[src/bridge_fault_map.svh]
// register offsets, field positions, reset values and timing counts
// for the bridge fault-action block; included by its design files
`ifndef BRIDGE_FAULT_MAP_SVH
`define BRIDGE_FAULT_MAP_SVH

// byte offsets on the register bus, one aligned word each
`define OFS_CONFIG     5'h00
`define OFS_MASK       5'h04
`define OFS_DIAG       5'h08
`define OFS_VERIFY     5'h0C
`define OFS_GATE       5'h10
`define OFS_IRQ_STAT   5'h14
`define OFS_IRQ_MASK   5'h18

// configuration fields
`define CFG_ESF_BIT    0
`define CFG_EWD_BIT    1
`define CFG_QMODE_BIT  2
`define CFG_QTIME_LSB  8
`define CFG_QTIME_MSB  13
`define CONFIG_RST     32'h00000F00

// diagnostic bits; the mask register has the same layout
`define DG_DS_LSB      0
`define DG_BSU_LSB     4
`define DG_VREG_UV     8
`define DG_LOGIC_OV    9
`define DG_WD          10
`define DG_OT          11
`define DG_SER         12
`define DG_VBB_UV      14
`define DG_W           20
`define MASK_WRITABLE  32'h000FE7FF

// verification result bits
`define VF_PHASE_LSB   4
`define VF_W           3

// gate status fields
`define GT_LAT_LSB     4
`define GT_GOFF_BIT    8

// interrupt status bits
`define IRQ_DIAG       0
`define IRQ_VERIFY     1
`define IRQ_SHUT       2
`define IRQ_W          3

// qualifier step and core clock period, both in ns
`define QUAL_UNIT_NS   100
`define CLK_PERIOD_NS  40

`endif

[src/bridge_fault_pkg.sv]
// types shared by the bridge fault-action design files
// assumes nothing of its surroundings
package bridge_fault_pkg;
  typedef enum logic {QUAL_DEBOUNCE, QUAL_BLANK} qual_mode_e;
  typedef logic [3:0] sw_vec_t;
endpackage : bridge_fault_pkg

[src/sync2.sv]
// two-flop synchroniser for a bus of independent levels
// assumes each bit is a slow level from outside the core clock domain
`timescale 1ns/1ps
`default_nettype none
module sync2 #(
  parameter int W = 1
) (
  input  wire logic         i_ref_clk, // core clock
  input  wire logic         i_nrst,    // async reset, active low
  input  wire logic [W-1:0] i_d,       // asynchronous levels
  output logic      [W-1:0] o_q        // synchronised levels
);
  logic [W-1:0] meta;

  always_ff @(posedge i_ref_clk or negedge i_nrst) begin
    if (!i_nrst) begin
      meta <= '0;
      o_q  <= '0;
    end else begin
      meta <= i_d;
      o_q  <= meta;
    end
  end
endmodule : sync2
`default_nettype wire

[src/ds_qualifier.sv]
// drain-source fault qualifier for one switch: debounce or blanking timer
// assumes synchronised comparator and the switch's registered drive state
`timescale 1ns/1ps
`default_nettype none
`include "bridge_fault_map.svh"
module ds_qualifier (
  input  wire logic                          i_ref_clk, // core clock
  input  wire logic                          i_nrst,    // async reset, active low
  input  wire logic                          i_cmp,     // comparator says overvoltage
  input  wire logic                          i_active,  // switch is being driven on
  input  wire bridge_fault_pkg::qual_mode_e  i_mode,    // debounce or blanking
  input  wire logic                    [5:0] i_time,    // qualifier time setting
  output logic                               o_valid    // qualified fault
);
  import bridge_fault_pkg::*;

  logic [7:0] cnt;
  logic [7:0] next_cnt;
  logic       act_q;
  logic       next_valid;
  logic [7:0] target;
  logic [7:0] cnt_inc;

  always_comb begin
    // least time, so round the setting up to whole clock cycles
    target  = 8'(((32'(i_time) * `QUAL_UNIT_NS) + `CLK_PERIOD_NS - 1) / `CLK_PERIOD_NS);
    cnt_inc = (cnt == 8'hFF) ? cnt : cnt + 8'h01;
    if (i_mode == QUAL_DEBOUNCE) begin
      next_cnt = (i_cmp && i_active) ? cnt_inc : 8'h00;
    end else begin
      next_cnt = (i_active && !act_q) ? 8'h00 : cnt_inc;
    end
    // in blanking the turn-on cycle itself must not qualify on a stale count
    next_valid = i_cmp && i_active && (cnt >= target)
              && (i_mode == QUAL_DEBOUNCE || act_q);
  end

  always_ff @(posedge i_ref_clk or negedge i_nrst) begin
    if (!i_nrst) begin
      cnt     <= 8'h00;
      act_q   <= 1'b0;
      o_valid <= 1'b0;
    end else begin
      cnt     <= next_cnt;
      act_q   <= i_active;
      o_valid <= next_valid;
    end
  end

  property p_qual_timer;
    @(posedge i_ref_clk) disable iff (!i_nrst)
      o_valid |-> ($past(cnt) >= $past(target)) && $past(i_cmp);
  endproperty
  a_qual_timer: assert property (p_qual_timer) else $error("fault qualified early");

  property p_blank_turn_on;
    @(posedge i_ref_clk) disable iff (!i_nrst)
      (i_mode == QUAL_BLANK && i_active && !act_q && target > 8'h01) |=> !o_valid;
  endproperty
  a_blank_turn_on: assert property (p_blank_turn_on) else $error("blanking not applied");
endmodule : ds_qualifier
`default_nettype wire

[src/bridge_fault_action_logic.sv]
// fault-action and fault-latch logic of a full-bridge gate driver,
// with sticky diagnostic bits, masks and an Avalon-MM register slave
// assumes detector levels arrive asynchronously on pins and are synchronised here
`timescale 1ns/1ps
`default_nettype none
`include "bridge_fault_map.svh"
module bridge_fault_action_logic (
  input  wire logic                       i_ref_clk,             // core clock, 25 MHz
  input  wire logic                       i_nrst,                // power-on reset, active low
  input  wire logic                 [4:0] i_avs_address,         // byte address
  input  wire logic                       i_avs_read,            // read request
  input  wire logic                       i_avs_write,           // write request
  input  wire logic                [31:0] i_avs_writedata,       // write data
  input  wire logic                 [3:0] i_avs_byteenable,      // byte lanes
  output logic                     [31:0] o_avs_readdata,        // read data
  output logic                            o_avs_waitrequest,     // stall
  input  wire bridge_fault_pkg::sw_vec_t  i_gate_cmd,            // switch on commands
  input  wire bridge_fault_pkg::sw_vec_t  i_ds_cmp,              // drain-source comparators
  input  wire bridge_fault_pkg::sw_vec_t  i_boot_uv,             // bootstrap undervoltage
  input  wire logic                       i_vreg_uv,             // regulator undervoltage
  input  wire logic                       i_logic_ov,            // logic terminal overvoltage
  input  wire logic                       i_wd_timeout,          // enable watchdog expired
  input  wire logic                       i_overtemp,            // overtemperature
  input  wire logic                       i_ser_err,             // serial transmission error
  input  wire logic                       i_vreg_ov,             // regulator overvoltage
  input  wire logic                       i_vbb_uv,              // supply undervoltage
  input  wire logic                       i_vbb_ov,              // supply overvoltage
  input  wire logic                       i_vgs_uv,              // gate-source undervoltage
  input  wire logic                       i_temp_warn,           // temperature warning
  input  wire logic                       i_overcurrent,         // overcurrent
  input  wire logic                       i_open_load,           // open load
  input  wire logic                       i_vbrg_open,           // bridge reference open
  input  wire logic                       i_lss_open,            // low-side source open
  input  wire logic                       i_sense_open,          // sense amp input open
  input  wire logic                 [1:0] i_phase_state,         // phase state monitor
  input  wire logic                       i_fault_clear_input_n, // fault clear, active low
  output bridge_fault_pkg::sw_vec_t       o_gate_drive,          // gate enables to drivers
  output logic                            o_irq                  // interrupt, active high
);
  import bridge_fault_pkg::*;

  localparam int SW = 30;

  logic [SW-1:0] sync_q;
  sw_vec_t       s_cmd, s_cmp, s_bsu;
  logic          s_vreg_uv, s_logic_ov, s_wd, s_ot, s_ser, s_vreg_ov;
  logic          s_vbb_uv, s_vbb_ov, s_vgs_uv, s_tw, s_oc, s_ol;
  logic          s_vbrg, s_lss, s_sense, s_clr_n;
  logic [1:0]    s_phase;

  logic [31:0]        config_r, mask, irq_mask;
  logic [`DG_W-1:0]   diag;
  logic [`VF_W-1:0]   verify;
  logic [`IRQ_W-1:0]  irq_stat;
  sw_vec_t            latched, cmd_q, ds_valid;
  logic               goff_q;

  logic [31:0]        next_config, next_mask, next_irq_mask, next_rdata;
  logic [`DG_W-1:0]   next_diag, dset, draw;
  logic [`VF_W-1:0]   next_verify, vset;
  logic [`IRQ_W-1:0]  next_irq_stat;
  sw_vec_t            next_latched, next_gate, sw_hit, cmd_rise, lat_clr;
  logic               next_goff, next_irq, next_wait;
  logic [31:0]        w1c;
  logic               stop_on_fault_select, enable_watchdog_on, rd_acc, wr_acc, diag_rd, verify_rd;
  qual_mode_e         qmode;

  sync2 #(.W(SW)) u_sync (
    .i_ref_clk (i_ref_clk),
    .i_nrst    (i_nrst),
    .i_d       ({i_gate_cmd, i_ds_cmp, i_boot_uv, i_vreg_uv, i_logic_ov, i_wd_timeout,
                 i_overtemp, i_ser_err, i_vreg_ov, i_vbb_uv, i_vbb_ov, i_vgs_uv,
                 i_temp_warn, i_overcurrent, i_open_load, i_vbrg_open, i_lss_open,
                 i_sense_open, i_phase_state, i_fault_clear_input_n}),
    .o_q       (sync_q)
  );

  assign {s_cmd, s_cmp, s_bsu, s_vreg_uv, s_logic_ov, s_wd, s_ot, s_ser, s_vreg_ov,
          s_vbb_uv, s_vbb_ov, s_vgs_uv, s_tw, s_oc, s_ol, s_vbrg, s_lss, s_sense,
          s_phase, s_clr_n} = sync_q;

  assign stop_on_fault_select   = config_r[`CFG_ESF_BIT];
  assign enable_watchdog_on   = config_r[`CFG_EWD_BIT];
  assign qmode = config_r[`CFG_QMODE_BIT] ? QUAL_BLANK : QUAL_DEBOUNCE;

  // qualifier watches the driven state, so a switched-off fet restarts its timer
  for (genvar i = 0; i < 4; i++) begin : g_qual
    ds_qualifier u_qual (
      .i_ref_clk (i_ref_clk),
      .i_nrst    (i_nrst),
      .i_cmp     (s_cmp[i]),
      .i_active  (o_gate_drive[i]),
      .i_mode    (qmode),
      .i_time    (config_r[`CFG_QTIME_MSB:`CFG_QTIME_LSB]),
      .o_valid   (ds_valid[i])
    );
  end

  function automatic logic [31:0] be_merge(input logic [31:0] old_v,
                                           input logic [31:0] new_v,
                                           input logic [3:0]  be);
    logic [31:0] res;
    res = old_v;
    for (int b = 0; b < 4; b++) begin
      if (be[b]) begin
        res[b*8 +: 8] = new_v[b*8 +: 8];
      end
    end
    return res;
  endfunction : be_merge

  // fault detection, latching and gate action
  always_comb begin
    draw = {s_ol, s_oc, s_tw, s_vgs_uv, s_vbb_ov, s_vbb_uv, s_vreg_ov, s_ser, s_ot,
            s_wd, s_logic_ov, s_vreg_uv, s_bsu, ds_valid};
    dset = draw & ~mask[`DG_W-1:0];
    sw_hit = dset[`DG_DS_LSB +: 4] | dset[`DG_BSU_LSB +: 4];
    cmd_rise = s_cmd & ~cmd_q;
    lat_clr = {4{!s_clr_n || diag_rd}};
    if (!stop_on_fault_select) begin
      lat_clr = lat_clr | cmd_rise;
    end
    next_latched = (latched & ~lat_clr) | sw_hit;
    // level faults act only while present; warnings never stop the bridge
    next_goff = dset[`DG_VREG_UV] || dset[`DG_VBB_UV]
             || (enable_watchdog_on && dset[`DG_WD])
             || (stop_on_fault_select && (dset[`DG_LOGIC_OV] || dset[`DG_OT]))
             || (stop_on_fault_select && (|(latched | sw_hit)));
    next_gate = s_cmd & ~{4{next_goff}};
    if (!stop_on_fault_select) begin
      next_gate = next_gate & ~(latched | sw_hit);
    end
  end

  // bus handshake: one wait cycle, then accept
  always_comb begin
    rd_acc    = i_avs_read && !o_avs_waitrequest;
    wr_acc    = i_avs_write && !o_avs_waitrequest;
    diag_rd   = rd_acc && (i_avs_address == `OFS_DIAG);
    verify_rd = rd_acc && (i_avs_address == `OFS_VERIFY);
    next_wait = !((i_avs_read || i_avs_write) && o_avs_waitrequest);
    next_rdata = o_avs_readdata;
    if (i_avs_read && o_avs_waitrequest) begin
      if (i_avs_address == `OFS_CONFIG) begin
        next_rdata = config_r;
      end else if (i_avs_address == `OFS_MASK) begin
        next_rdata = mask;
      end else if (i_avs_address == `OFS_DIAG) begin
        next_rdata = 32'(diag);
      end else if (i_avs_address == `OFS_VERIFY) begin
        next_rdata = 32'({s_phase, 1'b0, verify});
      end else if (i_avs_address == `OFS_GATE) begin
        next_rdata = 32'({goff_q, latched, o_gate_drive});
      end else if (i_avs_address == `OFS_IRQ_STAT) begin
        next_rdata = 32'(irq_stat);
      end else if (i_avs_address == `OFS_IRQ_MASK) begin
        next_rdata = irq_mask;
      end else begin
        next_rdata = 32'h00000000;
      end
    end
  end

  // registers, sticky bits and interrupt
  always_comb begin
    w1c           = be_merge(32'h00000000, i_avs_writedata, i_avs_byteenable);
    next_config   = config_r;
    next_mask     = mask;
    next_irq_mask = irq_mask;
    next_irq_stat = irq_stat;
    if (wr_acc) begin
      if (i_avs_address == `OFS_CONFIG) begin
        next_config = be_merge(config_r, i_avs_writedata, i_avs_byteenable);
      end else if (i_avs_address == `OFS_MASK) begin
        next_mask = be_merge(mask, i_avs_writedata, i_avs_byteenable)
                  & `MASK_WRITABLE;
      end else if (i_avs_address == `OFS_IRQ_STAT) begin
        next_irq_stat = irq_stat & ~w1c[`IRQ_W-1:0];
      end else if (i_avs_address == `OFS_IRQ_MASK) begin
        next_irq_mask = be_merge(irq_mask, i_avs_writedata, i_avs_byteenable);
      end
    end
    // only the bits that were returned are cleared; a new fault wins
    next_diag = diag;
    if (diag_rd) begin
      next_diag = diag & ~o_avs_readdata[`DG_W-1:0];
    end
    next_diag = next_diag | dset;
    vset = {s_sense, s_lss, s_vbrg};
    next_verify = verify;
    if (verify_rd) begin
      next_verify = verify & ~o_avs_readdata[`VF_W-1:0];
    end
    next_verify = next_verify | vset;
    next_irq_stat[`IRQ_DIAG]   = next_irq_stat[`IRQ_DIAG] | (|(dset & ~diag));
    next_irq_stat[`IRQ_VERIFY] = next_irq_stat[`IRQ_VERIFY] | (|(vset & ~verify));
    next_irq_stat[`IRQ_SHUT]   = next_irq_stat[`IRQ_SHUT] | (next_goff & ~goff_q);
    next_irq = |(next_irq_stat & next_irq_mask[`IRQ_W-1:0]);
  end

  always_ff @(posedge i_ref_clk or negedge i_nrst) begin
    if (!i_nrst) begin
      o_gate_drive      <= 4'h0;
      latched           <= 4'h0;
      cmd_q             <= 4'h0;
      goff_q            <= 1'b1;
      diag              <= '0;
      verify            <= '0;
      config_r          <= `CONFIG_RST;
      mask              <= 32'h00000000;
      irq_mask          <= 32'h00000000;
      irq_stat          <= '0;
      o_irq             <= 1'b0;
      o_avs_readdata    <= 32'h00000000;
      o_avs_waitrequest <= 1'b1;
    end else begin
      o_gate_drive      <= next_gate;
      latched           <= next_latched;
      cmd_q             <= s_cmd;
      goff_q            <= next_goff;
      diag              <= next_diag;
      verify            <= next_verify;
      config_r          <= next_config;
      mask              <= next_mask;
      irq_mask          <= next_irq_mask;
      irq_stat          <= next_irq_stat;
      o_irq             <= next_irq;
      o_avs_readdata    <= next_rdata;
      o_avs_waitrequest <= next_wait;
    end
  end

  property p_short_bit;
    @(posedge i_ref_clk) disable iff (!i_nrst)
      dset[`DG_DS_LSB] |=> diag[`DG_DS_LSB] && (latched[0] || !$past(stop_on_fault_select)) ##1 !o_gate_drive[0];
  endproperty
  a_short_bit: assert property (p_short_bit) else $error("short did not stop switch");

  property p_uv_off;
    @(posedge i_ref_clk) disable iff (!i_nrst)
      dset[`DG_VREG_UV] |=> o_gate_drive == 4'h0;
  endproperty
  a_uv_off: assert property (p_uv_off) else $error("undervoltage left gate on");

  property p_wd_off;
    @(posedge i_ref_clk) disable iff (!i_nrst)
      (enable_watchdog_on && dset[`DG_WD]) |=> o_gate_drive == 4'h0;
  endproperty
  a_wd_off: assert property (p_wd_off) else $error("watchdog left gate on");

  property p_ot_esf;
    @(posedge i_ref_clk) disable iff (!i_nrst)
      (stop_on_fault_select && s_ot) |=> o_gate_drive == 4'h0;
  endproperty
  a_ot_esf: assert property (p_ot_esf) else $error("overtemperature left gate on");

  property p_esf_hold;
    @(posedge i_ref_clk) disable iff (!i_nrst)
      (stop_on_fault_select && latched != 4'h0 && s_clr_n && !diag_rd) |=> latched != 4'h0 && !goff_q == 1'b0;
  endproperty
  a_esf_hold: assert property (p_esf_hold) else $error("latched stop released");

  property p_cmd_clear;
    @(posedge i_ref_clk) disable iff (!i_nrst)
      (!stop_on_fault_select && latched[0] && cmd_rise[0] && !sw_hit[0]) |=> !latched[0];
  endproperty
  a_cmd_clear: assert property (p_cmd_clear) else $error("turn-on did not clear");

  property p_clr_input;
    @(posedge i_ref_clk) disable iff (!i_nrst)
      (!s_clr_n && sw_hit == 4'h0) |=> latched == 4'h0;
  endproperty
  a_clr_input: assert property (p_clr_input) else $error("fault clear ignored");

  property p_bits_keep;
    @(posedge i_ref_clk) disable iff (!i_nrst)
      !diag_rd |=> (diag & $past(diag)) == $past(diag);
  endproperty
  a_bits_keep: assert property (p_bits_keep) else $error("sticky bit lost");

  property p_read_set;
    @(posedge i_ref_clk) disable iff (!i_nrst)
      (diag_rd && dset != '0) |=> (diag & $past(dset)) == $past(dset);
  endproperty
  a_read_set: assert property (p_read_set) else $error("fault lost at read");

  property p_gate_cmd;
    @(posedge i_ref_clk) disable iff (!i_nrst)
      o_gate_drive[0] |-> $past(s_cmd[0]) && !$past(next_goff);
  endproperty
  a_gate_cmd: assert property (p_gate_cmd) else $error("gate on without command");
endmodule : bridge_fault_action_logic
`default_nettype wire

[config.mk]
export PLATFORM = sky130hd
export DESIGN_NAME = bridge_fault_action_logic
export DESIGN_NICKNAME = d
export VERILOG_FILES = /design/src/bridge_fault_pkg.sv /design/src/sync2.sv /design/src/ds_qualifier.sv /design/src/bridge_fault_action_logic.sv
export VERILOG_INCLUDE_DIRS = /design/src
export SDC_FILE = /design/constraint.sdc
export NUM_CORES = 1
export LEC_CHECK = 0
export BUFFER_PORTS_ARGS = -buffer_cell sky130_fd_sc_hd__buf_2
export CORE_MARGIN = 3
export CORE_UTILIZATION = 25
export CTS_BUF_LIST = sky130_fd_sc_hd__clkbuf_4 sky130_fd_sc_hd__clkbuf_8
export CTS_CLUSTER_DIAMETER = 120
export DETAILED_ROUTE_END_ITERATION = 8
export MAX_ROUTING_LAYER = met4
export PLACE_DENSITY = 0.44
export SLEW_MARGIN = 30
export SYNTH_ARGS = -nofsm -noshare
export SYNTH_HDL_FRONTEND = slang
export SYNTH_SLANG_ARGS = --single-unit
[constraint.sdc]
create_clock -name i_ref_clk -period 29.8 [get_ports i_ref_clk]
set_input_delay 1.49 -clock i_ref_clk [delete_from_list [all_inputs] [get_ports i_ref_clk]]
set_output_delay 1.49 -clock i_ref_clk [all_outputs]
set_load 0.05 [all_outputs]
==> results of run 1 <==
==> worst register-to-register path: cells and delay by family (launching register included) <==
family                   cells  cell delay, ps
buffers and inverters        1             220
flip-flops                   1             660
AO/OA/AOI/OAI               28            8150
multiplexers                 1             410
XOR/XNOR                     4            1660
adder cells (fa/ha/maj)      6            2480
AND/OR/NAND/NOR             22            5630
==> synthesized netlist by cell type (21+ instances only) <==
cell type and count:
o22ai_1 28, nand2_1 203, o21ai_0 83, a22oi_1 21
clkbuf_1 27, and3_1 31, xor2_1 30, a211oi_1 23
nand3_1 62, nand2b_1 40, a31oi_1 21, nand4_1 26
and2_1 22, mux2_2 90, nor2_1 125, ha_1 62
a21oi_1 89, xnor2_1 42, mux2i_1 23, inv_1 29
nor3_1 38, dfrtp_1 249
==> per-layer routing <==
metal / vias to the layer above / share of wire, % / wire [um] / track usage [%]
met5: - / 0 / 0 / -
met4: 0 / 2.2 / 1240 / 3.87
met3: 89 / 4.1 / 2300 / 1.84
met2: 384 / 49 / 27500 / 27.7
met1: 7293 / 45 / 25000 / 20.5
li1: 6938 / - / - / -
==> area by class of cell <==
cell class                 instances  area [um2]
antenna                            2        5.00
tap                              864        1080
clock buffer                      64         831
timing repair buffer             131         733
clock inverter                    16         141
fill                            7056       46800
multi-input combinational       1430       10000
inverter                          30         113
sequential                       255        6390
==> registers in the layout, summed over array words and instances (netlist names) <==
name                   count
g_qual.u_qual.o_valid      4
o_avs_waitrequest          1
irq_stat                   3
latched                    4
mask                      18
u_sync.o_q                30
o_gate_drive               4
verify                     3
u_sync.meta               30
goff_q                     1
g_qual.u_qual.act_q        4
o_irq                      1
config_r                  32
cmd_q                      4
diag                      20
g_qual.u_qual.cnt         32
irq_mask                  32
o_avs_readdata            32
==> how the worst max path moves through the flow <==
| stage | startpoint | end | cells after the start |
|---|---|---|---|
| 2_1_floorplan | config_r[9]$_DFFE_PN1P_ | g_qual[0].u_qual.o_valid$_DFF_PN0_ | 65 |
| 3_3_place_gp | config_r[9]$_DFFE_PN1P_ | g_qual[2].u_qual.o_valid$_DFF_PN0_ | 62 |
| 3_5_place_dp | config_r[9]$_DFFE_PN1P_ | g_qual[0].u_qual.o_valid$_DFF_PN0_ | 62 |
| 4_1_cts | config_r[9]$_DFFE_PN1P_ | g_qual[0].u_qual.o_valid$_DFF_PN0_ | 62 |
| 5_1_grt | config_r[9]$_DFFE_PN1P_ | g_qual[0].u_qual.o_valid$_DFF_PN0_ | 62 |
| 6_report | config_r[9]$_DFFE_PN1P_ | g_qual[0].u_qual.o_valid$_DFF_PN0_ | 62 |
==> kinds of logic (layout without fill, tap and decap cells) <==
| group | after synthesis | after routing | synth area share [%] |
|---|---|---|---|
| mux | 116 | 116 | 7.67 |
| compound gates | 507 | 507 | 21.9 |
| xor+xnor | 81 | 81 | 4.74 |
| simple gates | 663 | 663 | 20.6 |
| flops | 255 | 255 | 38.0 |
| buf+inv | 84 | 241 | 2.30 |
| fa+ha+maj | 63 | 63 | 4.74 |
| other cells | 0 | 2 | 0 |
==> power breakdown <==
group / switching (uW) / internal, uW
registers: 14.6 / 366
logic: 335 / 207
clock network: 147 / 198
total: 497 / 770
==> metrics by stage <==
stage | setup WS [ps] | util, % | cell area [um2]
finish | 10430 | 29.3 | 19300
global route | 8810 | 29.3 | 19300
CTS | 10540 | 29.2 | 19300
detailed placement | 10620 | 27.8 | 18400
global placement | 10910 | 27.7 | 18300
floorplan | 14450 | - | 16800
==> reports/results.txt, run 1 <==
HPWL after detailed placement -> 42300 um
Worst-Skew Late Latency -> 560 ps
Number of hold violations in the final report -> 0
Largest net degree at the start of global routing -> 85
Final critical-path share of the clock period -> 65.0%
Critical path's slowest cell -> o21bai_1
# Max-Cap Violations -> 0
Worst hold path class -> flop to flop
Number of nets with antenna violations after detailed routing -> 0
Max-slew violation total from the final report -> 0
Slew of the pin with the lowest slew margin -> 988 ps
Final Skew -> 17.4 ps
Area of the placeable core -> 66100 um2
Fin cells -> 2792
Number of library cell types mapped by synthesis -> 126
Antenna violations before repair -> 3
Time the worst path needs with I/O delays and setup -> 19370 ps
RR Startpoint -> config_r[9]$_DFFE_PN1P_
Kind of end point of the critical path -> flop
# nets final -> 2029
Post-CTS setup-driven buffer insertion count -> 0
Vias after detailed routing -> 14700
Number of H-tree levels -> 2
GPL Wtd Cong -> 0.902
Hold Crit Depth -> 0
Most common flop cell mapped by yosys -> dfrtp_1
Unrepaired setup endpoints after global routing -> false
Cells after Synth -> 1769
Number of buffers and inverters on the critical path -> 1
Initial core utilization -> 25.4%
Full die area -> 70300 um2
Number of flops mapped to enable cells by yosys -> 0
Leakage power summed over all cells -> 0.00828 uW
Clock sink count -> 255
Worst slack on hold paths -> 342 ps
Cell row count -> 94
Power per cell area -> 65.5 nW/um2
DRC errors left -> 0
Average detailed-routed wire length per instance -> 20.1 um
Crit path kind -> flop to flop
Buffer depth of the longest clock path -> 3
Wire length of the first global-routing pass -> 88200 um
Area overhead of the layout relative to synthesis -> 15.2%
Nature of the critical path startpoint -> flop
Origin of the worst min-delay path -> u_sync.meta[25]$_DFF_PN0_
Clock transition at the registers of the reported paths -> 60 ps
Synth area leaders -> dfrtp_1, mux2_2, ha_1, nand2_1, nor2_1
Die Wd -> 265 um
Data arrival at the endpoint of the critical path -> 19800 ps
Fraction of synthesized cell area taken by the top area cell type -> 37.1%
Number of buffers inserted during clock tree synthesis -> 43
Seq cells post-synth -> 255
Total power -> 1270 uW
Number of top-level design ports -> 113
Count of final setup violators -> 0
Worst hold endpoint -> u_sync.o_q[25]$_DFF_PN0_
Synth area leader -> dfrtp_1
Status -> completed
R2r worst-path depth -> 62
FMAX -> 51.6 MHz
Ys Warns -> 0
Highest cell delay on the worst timing path -> 750 ps
Share of flip-flops with an asynchronous set or reset after synthesis -> 100%
Detailed Route WL -> 56000 um
Hold bufs inserted after CTS -> 0
TritonCTS clock tree -> yes
Post-detailed-route via-to-cell ratio -> 5.27
Area of the mapped netlist -> 16800 um2
Violation count after the first detailed-routing iteration -> 1135
Root cell of the clock tree -> clkbuf_8
Number of input and output port buffers inserted -> 112
Final sum of negative setup slack -> 0 ps
Commonest non-fill, non-tap cell in the layout -> dfrtp_1
Most frequent cells in the layout -> dfrtp_1, nand2_1, nor2_1
Register-to-register path setup slack -> 10430 ps
Worst-case vdd ir drop -> 38.5 uV
Data required time at the worst endpoint -> 30230 ps
Share of cells above drive strength 1 -> 20.6%
Vias in the first global route -> 14900
Max_slew headroom -> 33.7%
Net count of the mapped netlist -> 1907
Crit path max fanout -> 18
Combined global-route utilization of all metal layers -> 16.2%
CP top delay family -> compound AO/OA/AOI/OAI gates
Portion of the post-synthesis area used by sequential elements -> 38.0%
Count of cells resized by post-cts repair -> 0
Overflow left after global routing -> 0
Worst reg2reg endpoint -> g_qual[0].u_qual.o_valid$_DFF_PN0_
Number of optimization iterations in the first detailed-route pass -> 5
Mean cell area of the mapped netlist -> 9.49 um2
Height of the die -> 265 um
Number of instances in the placed design -> 2710
Power figures use the tool's default switching activity.
==> inputs of run 2 (changes only) <==
- ABC_AREA: unset -> 1
- PLACE_DENSITY: 0.44 -> 0.45
- clock period: 29.8 -> 17.37 ns (I/O delays scaled with it)
==> reports/results.txt, run 2 <==
Sequential standard cell area -> 6390 um2
Mean cell area of the mapped netlist -> 7.41 um2
Most frequent cells in the layout -> nand2_1, inv_1, dfrtp_1
Post-detailed-route via-to-cell ratio -> 4.57
Detailed Route WL -> 49000 um
Number of buffers inserted during clock tree synthesis -> 42
Power per cell area -> 145 nW/um2
Number of hold violations in the final report -> 0
Violation count after the first detailed-routing iteration -> 965
Net count of the mapped netlist -> 2311
Vias after detailed routing -> 14600
HPWL after detailed placement -> 36700 um
Wire length of the first global-routing pass -> 79100 um
Share of cells above drive strength 1 -> 17.4%
Worst slack, placed -> 786 ps
Worst reg2reg endpoint -> g_qual[3].u_qual.o_valid$_DFF_PN0_
Clock transition at the registers of the reported paths -> 60 ps
Clock sink count -> 255
Unrepaired setup endpoints after global routing -> false
Commonest non-fill, non-tap cell in the layout -> nand2_1
Number of optimization iterations in the first detailed-route pass -> 5
Number of nets with antenna violations after detailed routing -> 0
Worst path setup slack after routing -> 1750 ps
GPL Wtd Cong -> 0.921
Hold bufs inserted after CTS -> 0
Highest cell delay on the worst timing path -> 620 ps
Synth area leaders -> dfrtp_1, nand2_1, inv_1, nand3_1, ha_1
Max-slew violation total from the final report -> 0
Leakage power summed over all cells -> 0.00934 uW
Largest net degree at the start of global routing -> 121
Number of library cell types mapped by synthesis -> 65
Area overhead of the layout relative to synthesis -> 16.4%
Status -> completed
Die Wd -> 260 um
Worst hold path class -> input pin to async pin
Cells after Synth -> 2173
Initial core utilization -> 25.4%
Crit path kind -> flop to flop
Final sum of negative setup slack -> 0 ps
Cell row count -> 92
Height of the die -> 260 um
Path length in cells of the critical path -> 125
DRC errors left -> 0
Count of final setup violators -> 0
Final critical-path share of the clock period -> 89.9%
Crit path max fanout -> 11
Crit-path most repeated cell -> nand2_1
Area of the placeable core -> 63400 um2
TritonCTS clock tree -> yes
Nature of the critical path startpoint -> flop
Most frequent cell after synthesis -> nand2_1
Full die area -> 67500 um2
Seq cells post-synth -> 255
Synth area leader -> dfrtp_1
Number of flops mapped to enable cells by yosys -> 0
CP top delay family -> simple AND/OR/NAND/NOR gates
Launching instance or port of the critical path -> config_r[10]$_DFFE_PN1P_
Time the worst path needs with I/O delays and setup -> 15620 ps
Worst-Skew Late Latency -> 570 ps
Slew of the pin with the lowest slew margin -> 904 ps
Number of H-tree levels -> 2
Number of top-level design ports -> 113
Data required time at the worst endpoint -> 17810 ps
# nets final -> 2446
Number of input and output port buffers inserted -> 112
Combined global-route utilization of all metal layers -> 14.9%
Ys Warns -> 0
RR Startpoint -> config_r[10]$_DFFE_PN1P_
Buffer depth of the longest clock path -> 3
Portion of the post-synthesis area used by sequential elements -> 39.7%
Average detailed-routed wire length per instance -> 15.4 um
Max_slew headroom -> 39.6%
Area of the mapped netlist -> 16100 um2
Final Skew -> 27.8 ps
Number of filler cells placed in the layout -> 6856
Root cell of the clock tree -> clkbuf_8
Vias in the first global route -> 14700
# Max-Cap Violations -> 0
Register-to-register path setup slack -> 1750 ps
Data arrival at the endpoint of the critical path -> 16050 ps
Share of flip-flops with an asynchronous set or reset after synthesis -> 100%
FMAX -> 64.0 MHz
Most common flop cell mapped by yosys -> dfrtp_1
Worst Setup EP -> g_qual[3].u_qual.o_valid$_DFF_PN0_
Most instantiated cells after synthesis -> nand2_1, inv_1, dfrtp_1, nand3_1, nor2_1
Overflow left after global routing -> 0
Antenna violations before repair -> 3
Area of the multi-input gates -> 8390 um2
Fraction of synthesized cell area taken by the top area cell type -> 38.7%
Worst-case vdd ir drop -> 157 uV
Number of buffers and inverters on the critical path -> 10
Kind of end point of the critical path -> flop
Critical path's slowest cell -> fa_2
R2r worst-path depth -> 125
-- run 2: power by group --
| group | switching (uW) | internal, uW | leakage, uW |
|---|---|---|---|
| clock network | 246 | 306 | 0.000478 |
| registers | 28.2 | 634 | 0.00317 |
| logic | 1020 | 481 | 0.00569 |
| total | 1300 | 1420 | 0.00934 |
-- run 2: metal layers --
metal / vias up / share of wire [%] / global-route usage [%]
met5: - / 0 / -
met4: 0 / 2.5 / 4.38
met3: 84 / 4.4 / 2.19
met2: 326 / 47 / 24.3
met1: 6828 / 46 / 19.1
li1: 7338 / - / -
-- run 2: worst min path at each step --
stage | depth (start not counted) | end | slack (ps)
floorplan | 0 | u_sync.o_q[0]$_DFF_PN0_ | 330
global placement | 0 | u_sync.o_q[18]$_DFF_PN0_ | 330
detailed placement | 0 | u_sync.o_q[18]$_DFF_PN0_ | 330
CTS | 0 | u_sync.o_q[23]$_DFF_PN0_ | 350
global route | 1 | u_sync.meta[28]$_DFF_PN0_ | 230
finish | 1 | u_sync.meta[28]$_DFF_PN0_ | 220
-- run 2: final cells by class --
cell class / instances / area share [%]
diodes: 3 / 0.0400
flip-flops and latches: 255 / 34.1
clock buffers: 65 / 4.43
multi-input cells: 1541 / 44.7
well taps: 846 / 5.64
repair buffers: 135 / 4.09
clock inverters: 9 / 0.280
inverters: 333 / 6.74
-- run 2: cells by family (layout without fill, tap and decap cells) --
group	after synthesis	in the layout	synth area share (%)
DFF	255	255	39.7
and+or+nand+nor	1079	1079	31.1
other	0	3	0
xor gates and xnor gates	47	47	2.55
AOI/OAI and AO/OA	352	352	12.7
adders and majority gates	63	63	4.94
buffers and inverters	377	542	9.06
-- run 2: metrics by stage --
step / total power [uW] / util [%] / cells / hold WS [ps] / cell area, um2
global placement: 2150 / 27.9 / 3104 / 333 / 17700
finish: 2720 / 29.6 / 3187 / 221 / 18800
floorplan: 1840 / - / 2173 / 331 / 16100
CTS: 2730 / 29.3 / 3178 / 347 / 18600
detailed placement: 2160 / 27.9 / 3104 / 335 / 17700
global route: 3000 / 29.6 / 3187 / 232 / 18800
-- run 2: timing repair --
action / in CTS / in global routing
resized for setup: 0 / 29
buffers inserted: 0 / 5
endpoints found under the setup margin: 0 / 4
